$ cat config.mk
export PLATFORM = sky130hd
export DESIGN_NAME = spar_top
export DESIGN_NICKNAME = d
export VERILOG_FILES = /design/src/shared/spar_pkg.sv /design/src/design/spar_sync.sv /design/src/design/spar_baud.sv /design/src/design/spar_top.sv
export SDC_FILE = /design/constraint.sdc
export NUM_CORES = 1
export LEC_CHECK = 0
export BUFFER_PORTS_ARGS = -buffer_cell sky130_fd_sc_hd__buf_4
export CAP_MARGIN = 20
export CORE_MARGIN = 3
export CORE_UTILIZATION = 45
export CTS_CLUSTER_DIAMETER = 40
export DETAILED_ROUTE_END_ITERATION = 7
export GPL_ROUTABILITY_DRIVEN = 0
export GPL_TIMING_DRIVEN = 0
export MAX_ROUTING_LAYER = met4
export PLACE_DENSITY_LB_ADDON = 0.25
export SLEW_MARGIN = 10
export SYNTH_ARGS = -nofsm -noshare
export SYNTH_HDL_FRONTEND = slang
export SYNTH_HIERARCHICAL = 1
export SYNTH_SLANG_ARGS = --single-unit
$ cat constraint.sdc
create_clock -name clk -period 3.5 [get_ports clk]
set_input_delay 0.525 -clock clk [delete_from_list [all_inputs] [get_ports clk]]
set_output_delay 0.525 -clock clk [all_outputs]
set_load 0.02 [all_outputs]
$ cat src/shared/spar_pkg.sv
// constants and types shared by the serial port with address recognition
package spar_pkg;

	// ------------------------------------------------------------
	// register byte offsets on the bus
	// ------------------------------------------------------------
	localparam logic [7:0] SPAR_OFS_CTRL = 8'h00;
	localparam logic [7:0] SPAR_OFS_BUF  = 8'h04;
	localparam logic [7:0] SPAR_OFS_ADDR = 8'h08;
	localparam logic [7:0] SPAR_OFS_MASK = 8'h0C;
	localparam logic [7:0] SPAR_OFS_PWR  = 8'h10;
	localparam logic [7:0] SPAR_OFS_SEL  = 8'h14;

	// ------------------------------------------------------------
	// field positions and values after reset
	// ------------------------------------------------------------
	localparam int SPAR_B_BIT7 = 7;
	localparam int SPAR_B_SM1  = 6;
	localparam int SPAR_B_SM2  = 5;
	localparam int SPAR_B_REN  = 4;
	localparam int SPAR_B_TB8  = 3;
	localparam int SPAR_B_RB8  = 2;
	localparam int SPAR_B_TI   = 1;
	localparam int SPAR_B_RI   = 0;
	localparam int SPAR_B_DBL  = 7;
	localparam int SPAR_B_FSEL = 6;
	localparam int SPAR_B_RXT2 = 0;
	localparam int SPAR_B_TXT2 = 1;
	localparam logic [7:0] SPAR_RST_BYTE = 8'h00;

	// ------------------------------------------------------------
	// cycle and tick counts
	// ------------------------------------------------------------
	localparam int SPAR_TICKS_PER_BIT = 16;
	localparam int SPAR_M2_DIV        = 64;
	localparam logic [1:0] SPAR_M2_LAST = 2'(SPAR_M2_DIV / SPAR_TICKS_PER_BIT - 1);
	localparam logic [3:0] SPAR_M0_LAST = 4'hB;
	localparam logic [3:0] SPAR_M0_HALF = 4'h6;
	localparam logic [2:0] SPAR_M0_BITS = 3'h7;
	localparam logic [3:0] SPAR_MID     = 4'h7;
	localparam logic [3:0] SPAR_TK_LAST = 4'hF;
	localparam logic [3:0] SPAR_LAST8   = 4'h9;
	localparam logic [3:0] SPAR_LAST9   = 4'hA;
	localparam logic [3:0] SPAR_LEN8    = 4'hA;
	localparam logic [3:0] SPAR_LEN9    = 4'hB;

	typedef enum logic [1:0] {SPAR_SHIFT, SPAR_UART8, SPAR_UART9F, SPAR_UART9V} spar_mode_t;

endpackage

$ cat src/design/spar_sync.sv
// two-stage synchroniser for the receive pin
`timescale 1ns/1ns
`default_nettype none
module spar_sync #(
	parameter logic RST_VAL = 1'b1
) (
	// clock and reset
	input  wire logic clk,
	input  wire logic rst_n,
	// pin and synchronised level
	input  wire logic pinIn,
	output logic      pinSync
);
	logic meta_q;

	// first stage feeds only the second
	always_ff @(posedge clk) begin
		if (!rst_n) begin
			meta_q  <= RST_VAL;
			pinSync <= RST_VAL;
		end else begin
			meta_q  <= pinIn;
			pinSync <= meta_q;
		end
	end
endmodule
`default_nettype wire

$ cat src/design/spar_baud.sv
// sixteen-times bit tick generator for the asynchronous modes
`timescale 1ns/1ns
`default_nettype none
module spar_baud import spar_pkg::*; (
	// clock and reset
	input  wire logic       clk,
	input  wire logic       rst_n,
	// configuration
	input  wire spar_mode_t mode,
	input  wire logic       doubler,
	input  wire logic       rxUseT2,
	input  wire logic       txUseT2,
	// timer overflow pulses
	input  wire logic       t1Ovf,
	input  wire logic       t2Ovf,
	// ticks
	output logic            rxTick,
	output logic            txTick
);
	logic [1:0] m2Cnt_q;
	logic       t1Half_q;
	logic       m2Tick;
	logic       t1Tick;

	// fixed rate: 16 ticks per bit means one tick every 4 or 2 clocks
	assign m2Tick = doubler ? m2Cnt_q[0] : (m2Cnt_q == SPAR_M2_LAST);
	// timer1 needs 2 overflows per tick unless doubled
	assign t1Tick = t1Ovf & (doubler | t1Half_q);

	// dividers
	always_ff @(posedge clk) begin
		if (!rst_n) begin
			m2Cnt_q  <= 2'h0;
			t1Half_q <= 1'b0;
		end else begin
			m2Cnt_q  <= m2Cnt_q + 2'h1;
			t1Half_q <= t1Half_q ^ t1Ovf;
		end
	end

	// tick select per direction
	always_ff @(posedge clk) begin
		if (!rst_n) begin
			rxTick <= 1'b0;
			txTick <= 1'b0;
		end else if (mode == SPAR_UART9F) begin
			rxTick <= m2Tick;
			txTick <= m2Tick;
		end else begin
			rxTick <= rxUseT2 ? t2Ovf : t1Tick;
			txTick <= txUseT2 ? t2Ovf : t1Tick;
		end
	end
endmodule
`default_nettype wire

$ cat src/design/spar_top.sv
// serial port with mode 0 shifter, uart modes and address recognition
//
// How it works
// - mode 3: 11-bit frame, baud from timer1 (doubler/32) or timer2/16
// - any write to the serial buffer starts a transmission; here a write while one is in progress is dropped
// - mode 0 reception starts when receive-done is 0 and enable is 1
// - modes 1-3 reception starts on start-bit falling edge if enabled
// - modes 2/3 with matching on: ninth bit 1 and address match needed
// - mode 1 with matching on: valid stop bit and address match needed
// - mode 0 ignores the matching enable bit
// - missing or low stop bit sets the framing-error flag
// - framing error survives good frames; only a write clears it
// - control bit 7 is framing error if function select set, else mode
// - modes: shifter clk/12, 8-bit var, 9-bit clk/64 or /32, 9-bit var
// - modes 2/3 send tx ninth bit and store received ninth bit
// - reception only while receive enable is set
// - mask selects compared bits of slave address for given address
// - broadcast address is address OR mask, zeros don't care
// - reset clears slave address and mask
// - mode 0: 8 bits lsb first on rx pin, shift clock on tx pin
// - mode 1: 10-bit frame, received stop bit goes to rx ninth bit
// - mode 2: 11-bit frame at doubler/64 of the system clock
// - separate transmit and receive buffers at one address
//
// Chosen here: the register addresses and register access over APB.
`timescale 1ns/1ns
`default_nettype none
module spar_top import spar_pkg::*; (
	// clock and reset
	input  wire logic        clk,
	input  wire logic        rst_n,
	// apb slave
	input  wire logic        psel,
	input  wire logic        penable,
	input  wire logic        pwrite,
	input  wire logic [7:0]  paddr,
	input  wire logic [31:0] pwdata,
	output logic [31:0]      prdata,
	output logic             pready,
	output logic             pslverr,
	// timer overflow pulses
	input  wire logic        t1Ovf,
	input  wire logic        t2Ovf,
	// serial pins
	input  wire logic        rxdIn,
	output logic             rxdOut,
	output logic             rxdOe_n,
	output logic             txd
);
	// ------------------------------------------------------------
	// state
	// ------------------------------------------------------------
	logic        sm0_q, sm1_q, sm2_q, ren_q, tb8_q, rb8_q;
	logic        ti_q, ri_q, fe_q, dbl_q, fsel_q, rxT2_q, txT2_q;
	logic [7:0]  slave_address_q, slave_address_mask_q, rxBuf_q;
	logic        txBusy_q;
	logic [10:0] txShift_q;
	logic [3:0]  txBits_q, txCnt_q;
	logic        m0Busy_q, m0Tx_q;
	logic [3:0]  m0Phase_q;
	logic [2:0]  m0Bits_q;
	logic [7:0]  m0Shift_q;
	logic        rxBusy_q, rxPrev_q;
	logic [3:0]  rxCnt_q, rxBits_q;
	logic [9:0]  rxShift_q;
	logic        rxd, rxTick, txTick;
	spar_mode_t  mode;
	logic        isShift, is9, access, wrDone;
	logic        wrCtrl, wrBuf, wrAddr, wrMask, wrPwr, wrSel;
	logic        mapped;
	logic [7:0]  rdByte;
	logic        txGoA, txDoneA, m0Go, m0TxGo, m0RxGo, m0Last;
	logic        rxEdge, rxSample, rxFin, rxOk, rxAcceptA;
	logic [7:0]  rxByte;
	logic        rxNinth, txDone, rxAccept, frameErr;

	// given address: mask picks compared bits; broadcast: ones of addr|mask
	function automatic logic addrMatch(input logic [7:0] b, input logic [7:0] a,
		input logic [7:0] m);
		logic [7:0] bc;
		bc = a | m;
		addrMatch = (((b ^ a) & m) == 8'h00) | (((b ^ bc) & bc) == 8'h00);
	endfunction

	// ------------------------------------------------------------
	// mode decode and helpers
	// ------------------------------------------------------------
	assign mode    = spar_mode_t'({sm0_q, sm1_q});
	assign isShift = (mode == SPAR_SHIFT);
	assign is9     = (mode == SPAR_UART9F) | (mode == SPAR_UART9V);

	spar_sync u_sync (
		.clk     (clk),
		.rst_n   (rst_n),
		.pinIn   (rxdIn),
		.pinSync (rxd)
	);

	// mode 2 fixed rate, modes 1 and 3 from timer overflows
	spar_baud u_baud (
		.clk     (clk),
		.rst_n   (rst_n),
		.mode    (mode),
		.doubler (dbl_q),
		.rxUseT2 (rxT2_q),
		.txUseT2 (txT2_q),
		.t1Ovf   (t1Ovf),
		.t2Ovf   (t2Ovf),
		.rxTick  (rxTick),
		.txTick  (txTick)
	);

	// ------------------------------------------------------------
	// apb slave
	// ------------------------------------------------------------
	// every access waits one cycle so the answer comes from flops
	assign access = psel & penable;
	assign wrDone = access & pready & pwrite;
	assign wrCtrl = wrDone & (paddr == SPAR_OFS_CTRL);
	assign wrBuf  = wrDone & (paddr == SPAR_OFS_BUF);
	assign wrAddr = wrDone & (paddr == SPAR_OFS_ADDR);
	assign wrMask = wrDone & (paddr == SPAR_OFS_MASK);
	assign wrPwr  = wrDone & (paddr == SPAR_OFS_PWR);
	assign wrSel  = wrDone & (paddr == SPAR_OFS_SEL);

	// read mux; buffer read shows the receive side only
	always_comb begin
		mapped = 1'b1;
		rdByte = 8'h00;
		case (paddr)
			SPAR_OFS_CTRL: rdByte = {fsel_q ? fe_q : sm0_q, sm1_q, sm2_q, ren_q,
				tb8_q, rb8_q, ti_q, ri_q};
			SPAR_OFS_BUF:  rdByte = rxBuf_q;
			SPAR_OFS_ADDR: rdByte = slave_address_q;
			SPAR_OFS_MASK: rdByte = slave_address_mask_q;
			SPAR_OFS_PWR:  rdByte = {dbl_q, fsel_q, 6'h00};
			SPAR_OFS_SEL:  rdByte = {6'h00, txT2_q, rxT2_q};
			default:       mapped = 1'b0;
		endcase
	end

	// answer one cycle into the access phase
	always_ff @(posedge clk) begin
		if (!rst_n) begin
			pready  <= 1'b0;
			pslverr <= 1'b0;
			prdata  <= 32'h0000_0000;
		end else begin
			pready <= access & !pready;
			if (access & !pready) begin
				pslverr <= !mapped;
				prdata  <= pwrite ? 32'h0000_0000 : {24'h00_0000, rdByte};
			end
		end
	end

	// ------------------------------------------------------------
	// software control bits
	// ------------------------------------------------------------
	always_ff @(posedge clk) begin
		if (!rst_n) begin
			{sm0_q, sm1_q, sm2_q, ren_q, tb8_q} <= 5'h00;
			{dbl_q, fsel_q, rxT2_q, txT2_q}     <= 4'h0;
			slave_address_q <= SPAR_RST_BYTE;
			slave_address_mask_q <= SPAR_RST_BYTE;
		end else begin
			if (wrCtrl) begin
				if (!fsel_q) begin
					sm0_q <= pwdata[SPAR_B_BIT7];
				end
				sm1_q <= pwdata[SPAR_B_SM1];
				sm2_q <= pwdata[SPAR_B_SM2];
				ren_q <= pwdata[SPAR_B_REN];
				tb8_q <= pwdata[SPAR_B_TB8];
			end
			if (wrPwr) begin
				dbl_q  <= pwdata[SPAR_B_DBL];
				fsel_q <= pwdata[SPAR_B_FSEL];
			end
			if (wrSel) begin
				rxT2_q <= pwdata[SPAR_B_RXT2];
				txT2_q <= pwdata[SPAR_B_TXT2];
			end
			if (wrAddr) begin
				slave_address_q <= pwdata[7:0];
			end
			if (wrMask) begin
				slave_address_mask_q <= pwdata[7:0];
			end
		end
	end

	// ------------------------------------------------------------
	// hardware flags: a set in the same cycle beats a write
	// ------------------------------------------------------------
	always_ff @(posedge clk) begin
		if (!rst_n) begin
			{ti_q, ri_q, fe_q, rb8_q} <= 4'h0;
			rxBuf_q <= SPAR_RST_BYTE;
		end else begin
			if (txDone) begin
				ti_q <= 1'b1;
			end else if (wrCtrl) begin
				ti_q <= pwdata[SPAR_B_TI];
			end
			if (rxAccept) begin
				ri_q <= 1'b1;
			end else if (wrCtrl) begin
				ri_q <= pwdata[SPAR_B_RI];
			end
			if (frameErr) begin
				fe_q <= 1'b1;
			end else if (wrCtrl & fsel_q) begin
				fe_q <= pwdata[SPAR_B_BIT7];
			end
			if (rxAcceptA) begin
				rb8_q <= rxNinth;
			end else if (wrCtrl) begin
				rb8_q <= pwdata[SPAR_B_RB8];
			end
			if (rxAcceptA) begin
				rxBuf_q <= rxByte;
			end else if (m0RxGo | !m0Last | m0Tx_q) begin
				rxBuf_q <= rxBuf_q;
			end else begin
				rxBuf_q <= {rxd, m0Shift_q[7:1]};
			end
		end
	end

	assign txDone   = txDoneA | (m0Last & m0Tx_q);
	assign rxAccept = rxAcceptA | (m0Last & !m0Tx_q);

	// ------------------------------------------------------------
	// asynchronous transmitter
	// ------------------------------------------------------------
	// a buffer write while a frame is in flight is dropped
	assign txGoA   = wrBuf & !isShift & !txBusy_q;
	assign txDoneA = txBusy_q & txTick & (txCnt_q == SPAR_TK_LAST) & (txBits_q == 4'h1);

	always_ff @(posedge clk) begin
		if (!rst_n) begin
			txBusy_q  <= 1'b0;
			txShift_q <= 11'h7FF;
			txBits_q  <= 4'h0;
			txCnt_q   <= 4'h0;
		end else if (txGoA) begin
			txBusy_q  <= 1'b1;
			txShift_q <= {1'b1, is9 ? tb8_q : 1'b1, pwdata[7:0], 1'b0};
			txBits_q  <= is9 ? SPAR_LEN9 : SPAR_LEN8;
			txCnt_q   <= 4'h0;
		end else if (txBusy_q & txTick) begin
			txCnt_q <= txCnt_q + 4'h1;
			if (txCnt_q == SPAR_TK_LAST) begin
				txShift_q <= {1'b1, txShift_q[10:1]};
				txBits_q  <= txBits_q - 4'h1;
				txBusy_q  <= (txBits_q != 4'h1);
			end
		end
	end

	// ------------------------------------------------------------
	// mode 0 shifter, shared by both directions
	// ------------------------------------------------------------
	assign m0Go   = isShift & !m0Busy_q;
	assign m0TxGo = m0Go & wrBuf;
	assign m0RxGo = m0Go & !wrBuf & !ri_q & ren_q;
	assign m0Last = m0Busy_q & (m0Phase_q == SPAR_M0_LAST) & (m0Bits_q == SPAR_M0_BITS);

	// 12 clocks per bit, data sampled just before the clock falls
	always_ff @(posedge clk) begin
		if (!rst_n) begin
			m0Busy_q  <= 1'b0;
			m0Tx_q    <= 1'b0;
			m0Phase_q <= 4'h0;
			m0Bits_q  <= 3'h0;
			m0Shift_q <= 8'hFF;
		end else if (!isShift) begin
			m0Busy_q <= 1'b0;
		end else if (m0TxGo | m0RxGo) begin
			m0Busy_q  <= 1'b1;
			m0Tx_q    <= m0TxGo;
			m0Phase_q <= 4'h0;
			m0Bits_q  <= 3'h0;
			m0Shift_q <= m0TxGo ? pwdata[7:0] : 8'h00;
		end else if (m0Busy_q) begin
			m0Phase_q <= (m0Phase_q == SPAR_M0_LAST) ? 4'h0 : m0Phase_q + 4'h1;
			if (m0Phase_q == SPAR_M0_LAST) begin
				m0Shift_q <= {m0Tx_q | rxd, m0Shift_q[7:1]};
				m0Bits_q  <= m0Bits_q + 3'h1;
				m0Busy_q  <= (m0Bits_q != SPAR_M0_BITS);
			end
		end
	end

	// ------------------------------------------------------------
	// asynchronous receiver
	// ------------------------------------------------------------
	assign rxEdge    = rxPrev_q & !rxd;
	assign rxSample  = rxBusy_q & rxTick & (rxCnt_q == SPAR_MID);
	assign rxFin     = rxSample & (rxBits_q == (is9 ? SPAR_LAST9 : SPAR_LAST8));
	assign rxByte    = is9 ? rxShift_q[8:1] : rxShift_q[9:2];
	assign rxNinth   = is9 ? rxShift_q[9] : rxd;
	assign rxOk      = rxNinth & addrMatch(rxByte, slave_address_q, slave_address_mask_q);
	assign rxAcceptA = rxFin & !ri_q & (!sm2_q | rxOk);
	assign frameErr  = rxFin & !rxd;

	always_ff @(posedge clk) begin
		if (!rst_n) begin
			rxPrev_q  <= 1'b1;
			rxBusy_q  <= 1'b0;
			rxCnt_q   <= 4'h0;
			rxBits_q  <= 4'h0;
			rxShift_q <= 10'h000;
		end else begin
			rxPrev_q <= rxd;
			if (!ren_q | isShift) begin
				rxBusy_q <= 1'b0;
			end else if (!rxBusy_q) begin
				if (rxEdge) begin
					rxBusy_q <= 1'b1;
					rxCnt_q  <= 4'h0;
					rxBits_q <= 4'h0;
				end
			end else if (rxTick) begin
				rxCnt_q <= rxCnt_q + 4'h1;
				if (rxCnt_q == SPAR_MID) begin
					rxShift_q <= {rxd, rxShift_q[9:1]};
					rxBits_q  <= rxBits_q + 4'h1;
					// a start bit high again at mid-bit was noise
					if (((rxBits_q == 4'h0) & rxd) | rxFin) begin
						rxBusy_q <= 1'b0;
					end
				end
			end
		end
	end

	// ------------------------------------------------------------
	// pins
	// ------------------------------------------------------------
	always_ff @(posedge clk) begin
		if (!rst_n) begin
			txd     <= 1'b1;
			rxdOut  <= 1'b1;
			rxdOe_n <= 1'b1;
		end else begin
			txd     <= isShift ? !(m0Busy_q & (m0Phase_q < SPAR_M0_HALF))
				: (!txBusy_q | txShift_q[0]);
			rxdOut  <= !(m0Busy_q & m0Tx_q) | m0Shift_q[0];
			rxdOe_n <= !(isShift & m0Busy_q & m0Tx_q);
		end
	end
endmodule
`default_nettype wire

**Word-level counts from Yosys, hierarchy flattened**

Index checks and enable logic that the tools add are counted.

- Flip-flop bits (word level): 137
- Output and inout bits: 37

- $add $sub $neg: 7
- Magnitude comparators: 1
- Eq/ne operators: 19
- Muxes and demuxes: 58
- Bitwise logic cells: 62
- Reduce and logical (&&, ||, !) cells: 41

Operators with widths:

| cell | count |
|---|---|
| 8-bit two-way mux | 8 |
| 4-bit two-way mux | 12 |
| 8-bit one-hot mux with 6 select lines | 1 |
| 1-bit AND | 39 |
| 1-bit two-way mux | 30 |
| 10-bit two-way mux | 3 |
| 8-bit zero test | 3 |
| 2-bit nonzero test | 9 |
| 4-bit by 1-bit adder with 4-bit output, second input constant | 4 |
| 8-bit AND | 2 |
| 8-bit by 4-bit equality test with 1-bit output, second input constant | 2 |
| 8-bit by 5-bit equality test with 1-bit output, second input constant | 2 |
| 8-bit XOR | 2 |
| 1-bit zero test | 15 |
| 1-bit bitwise OR | 14 |
| 2-bit AND reduction | 5 |
| 3-bit two-way mux | 3 |
| 4-bit equality test, second input constant | 2 |
| 8-bit by 3-bit equality test with 1-bit output, second input constant | 1 |
| 8-bit bitwise OR | 1 |
| 4-bit AND reduction | 2 |
| 2-bit equality test, second input constant | 3 |
| 3-bit AND reduction | 2 |
| 6-bit OR reduction | 1 |
| 18 further kinds | 22 |

**Depth between registers and ports, before layout**

- Depth in word-level cells: 12
- Depth in mapped cells: 10
- Depth with buffers taken out: 7

**Cells and area by module**

Netlist, hierarchy kept.

Modules (own cells, without submodules):

| module | times used | cells an instance | area an instance (µm²) | seq. area each (µm²) |
|---|---|---|---|---|
| spar_top | 1 | 586 | 5270.1 | 2102.0 |
| spar_baud | 1 | 19 | 207.7 | 100.1 |
| spar_sync | 1 | 4 | 52.6 | 40.0 |

**Worst setup path before layout**

Ideal clock, no wire load.

- Kind: input-to-reg
- From: input port paddr[0]
- To: register txShift_q[1]
- Data arrival time: 2.477 ns
- Path slack: 0.896 ns
- Stages on the path: 7
- Buffers on the path: 2
- Path through: or4_4 -> or4_4 -> buf_6 -> nor4_4 -> buf_6 -> mux2i_1 -> nand2_1

- Longest elaborated chain between the ends: 6
- Elaborated cells on any way between the ends: 8
- Those cells by class: 1 x eq/ne; 1 x mux; 3 x bitwise; 3 x reduce/logical

RTL lines:

| element | RTL line | text |
|---|---|---|
| start, declared | spar_top.sv:36 | `input wire logic [7:0] paddr,` |
| 8-bit by 3-bit equality test with 1-bit output (*) | spar_top.sv:120 | `assign wrBuf = wrDone & (paddr == SPAR_OFS_BUF);` |
| 1-bit AND (*) | spar_top.sv:120 |  |
| 1-bit AND (*) (2 in a row) | spar_top.sv:238 | `assign txGoA = wrBuf & !isShift & !txBusy_q;` |
| 2-bit nonzero test (no line) | - |  |
| 2-bit AND reduction (no line) | - |  |
| end signal, assigned | spar_top.sv:249 | `txShift_q <= {1'b1, is9 ? tb8_q : 1'b1, pwdata[7:0], 1'b0};` |
| end signal, assigned | spar_top.sv:255 | `txShift_q <= {1'b1, txShift_q[10:1]};` |
| end, declared | spar_top.sv:57 | `logic [10:0] txShift_q;` |

Every way passes the cells marked *; elsewhere a longest branch is shown, timed or not.
A chain may end at the register's enable or synchronous reset.

**Final worst setup path**

- From: input port paddr[0]
- To: register slave_address_mask_q[7]

- Longest elaborated chain between the ends: 2

RTL lines:

| element | RTL line | text |
|---|---|---|
| 8-bit by 4-bit equality test with 1-bit output | spar_top.sv:122 | `assign wrMask = wrDone & (paddr == SPAR_OFS_MASK);` |
| 1-bit AND | spar_top.sv:122 |  |
| end signal, assigned | spar_top.sv:188 | `slave_address_mask_q <= pwdata[7:0];` |
| end, declared | spar_top.sv:55 | `logic [7:0] slave_address_q, slave_address_mask_q, rxBuf_q;` |

Every way passes these cells.

==> impl_results.md <==
- CTS H-Tree Depth: 3
- Antenna Nets Post-Route: 0
- Die footprint: about 14000 µm²
- Overall power: ~2.5 mW
- Largest net degree at the start of global routing: 18
- Worst VDD drop: between 0.2 and 0.25 mV
- Kind of start point of the critical path: input pin
- Initial antenna violation count: 0
- Syn-to-layout area delta: 14.8%
- Commonest non-fill, non-tap cell in the layout: dfxtp_1
- Clock Tree Buf Depth: 2
- Worst-path maximum fanout: 9
- Rel. slew slack: between 20% and 30%
- Synth Area per Inst: around 9.1 µm²
- Total track usage: a little over a fifth
- Total setup violations reported at the end of the flow: 0
- Synthesized area: between 5000 and 6000 µm²
- Status: finished, final reports clean
- CTS tree: done
- Die Span Y: between 100 and 150 µm
- Slowest-stage cell, CP: nor4_2
- Grt ovf: 0
- Sink Count: around 110
- Clock Latency Late Sink: 0.35 ns
- Worst Path Arrival: 3.07 ns
- Worst-path cell chain: buf_4 > or4_4 > nor4_2 > nand3_1 > mux2i_1 > nor2_1
- Asr flop ratio synth: 0%
- HPWL Detailed: between 10000 and 15000 µm
- Cts repair resizes: 0
- Fin. Hold Viols: 0
- Critical Path RT: 3.71 ns
- Commonest non-fill, non-tap cells in the layout: dfxtp_1 (112), nor2_1 (74), nand2_1 (68)
- Pre-antenna DRT Iters: 5
- Hold WS: 0.359 ns
- # hold bufs at CTS: 0
- Worst-margin pin slew: 1.04 ns
- Clock Pin Slew Worst Setup and Hold Paths: approximately 0.07 ns
- WS Path Type: input pin to flip-flop
- I/O Buffers: 34
- Layout cells sized above 1: around 17%
- Root Driver: clkbuf_16
- Cells after Synth: 609
- Hold Crit Class: input pin to flip-flop
- Cts bufs inserted: 9
- Crit path capture type: flip-flop
- Fmax achieved: between 300 and 400 MHz
- Prevailing post-synth register cell: dfxtp_1
- Register bit total from synthesis: around 110
- Initial core utilization: 47.2%
- ANT cells: 0
- Setup_tns: 0 ns
- Fin. max-slew vios: 0
- Rows: 39
- Pwr/cell area: about 390 nW/µm²
- Post-route clock period utilization: between 80% and 90%
- Post-synth EDFFs: 0
- Synth cell types: 66
- Register-to-Register Path Depth: 9
- WHS Path Cells: 2
- Core Area: about 12000 µm²
- Avg WL per Cell: 16.8 µm
- RSZ-0062 raised after global routing: false
- Total Nets Final: 735
- Sequential fraction of the synthesis area: about two fifths
- Number of global-route vias before repair: between 4000 and 5000
- P_leak: around 2.7 nW
- Initial DRC Count: about 360
- Drt total wl: 13900 µm
- Die outline width: 117 µm
- I/O pin cnt: 85
- Final Skew: just over 0.009 ns
- Yosys warnings: 6
- Routed via count: between 4000 and 5000
- Postcts setup bufs: 0
- Final min period: about 2.9 ns
- Max stage delay on crit path: between 0.8 and 0.9 ns
- MaxCap Viol Count: 0
- Drt drc: 0
- Drt via density: between 5 and 6
- First-pass GRT wire length: 22000 µm
-- flip-flops by register name, summed over array words and instances (netlist names), 2 cells and up --
signal,flops
txCnt_q,4
slave_address_q,8
txShift_q,10
rxShift_q,9
txBits_q,4
m0Bits_q,3
slave_address_mask_q,8
m0Phase_q,4
m0Shift_q,8
rxBuf_q,8
rxBits_q,4
prdata,8
u_baud/m2Cnt_q,2
rxCnt_q,4
-- critical path: cells and delay by family --
kind / cells / cell delay, ns
simple gates: 4 / 2.08
buf+inv: 1 / 0.11
mux: 1 / 0.34
-- routing by layer --
layer	routed length, µm	up-vias	GRT usage, %
li1	-	2231	-
met1	6480	2208	29.4
met2	5970	172	31.0
met3	1010	30	3.60
met4	434	0	9.02
met5	0	-	-
-- where the power goes --
| part | switching (mW) | total, mW | internal [mW] |
|---|---|---|---|
| Clock | 0.466 | 1.04 | 0.574 |
| Sequential | 0.00533 | 1.29 | 1.28 |
| Combinational | 0.0976 | 0.154 | 0.0564 |
-- cell families after synthesis --
group | count (synthesis) | share of synthesized area [%]
AO/OA/AOI/OAI | 100 | 12.5
multiplexers | 70 | 14.5
buffers and inverters | 73 | 7.19
XOR/XNOR | 18 | 2.85
adder cells (fa/ha/maj) | 10 | 2.26
flip-flops | 112 | 40.5
other | 1 | 0.0678
AND/OR/NAND/NOR | 225 | 20.0
-- worst paths after layout --
check | start | endpoint | slack, ns
worst max-delay path | paddr[0] | slave_address_mask_q[7] | 0.64
worst min-delay path | rxdIn | u_sync/meta_q | 0.36
worst max register to register | sm0_q | rb8_q | 0.72
worst min register to register | u_sync/meta_q | u_sync/pinSync | 0.44
-- area by class of cell --
type	instances	area (µm²)
repair buffers	34	255
clock inverters	5	56.3
clock buffers	11	243
flip-flops and latches	112	2240
fillers	1043	5360
inverters	18	67.6
plain buffers	55	330
well taps	143	179
multi-input cells	447	2980
-- stage by stage --
step | util (%) | setup WS [ns] | area (µm²) | std cells
after detailed placement | 51.7 | 0.400 | 6050 | 809
after global placement | 51.7 | 0.417 | 6050 | 809
after floorplan | - | 0.896 | 5620 | 632
after global routing | 54.2 | 0.497 | 6350 | 825
after CTS | 54.2 | 0.711 | 6350 | 825
final | 54.2 | 0.639 | 6350 | 825
-- cell usage after synthesis, drive strengths merged, types with 2 or more instances --
cell type	number	area, µm²
a2111oi	3	32.5
xnor2	3	26.3
nor4b	3	26.3
xor2	15	131
or4	3	30.0
a21oi	30	154
o31ai	8	65.1
nor2b	4	25.0
nand2	68	255
clkbuf	19	71.3
nor4	5	67.6
ha	10	125
a22o	2	17.5
mux2	12	135
inv	17	63.8
o22ai	4	25.0
dfxtp	112	2240
a32oi	9	78.8
nor3	8	40.0
o21ai	18	90.1
nor2	75	284
nand4	7	43.8
nand4b	2	17.5
and2	7	43.8
or2	3	18.8
nand3b	4	30.0
nand3	12	60.1
mux2i	51	510
a22oi	5	37.5
nand2b	13	81.3
nor3b	2	15.0
buf	36	259
and3	3	18.8
and4	2	17.5
a31oi	3	18.8
a221o	7	70.1
mux4	7	158
o21a	3	23.8
Note: power is estimated with default switching activity, not from simulation.
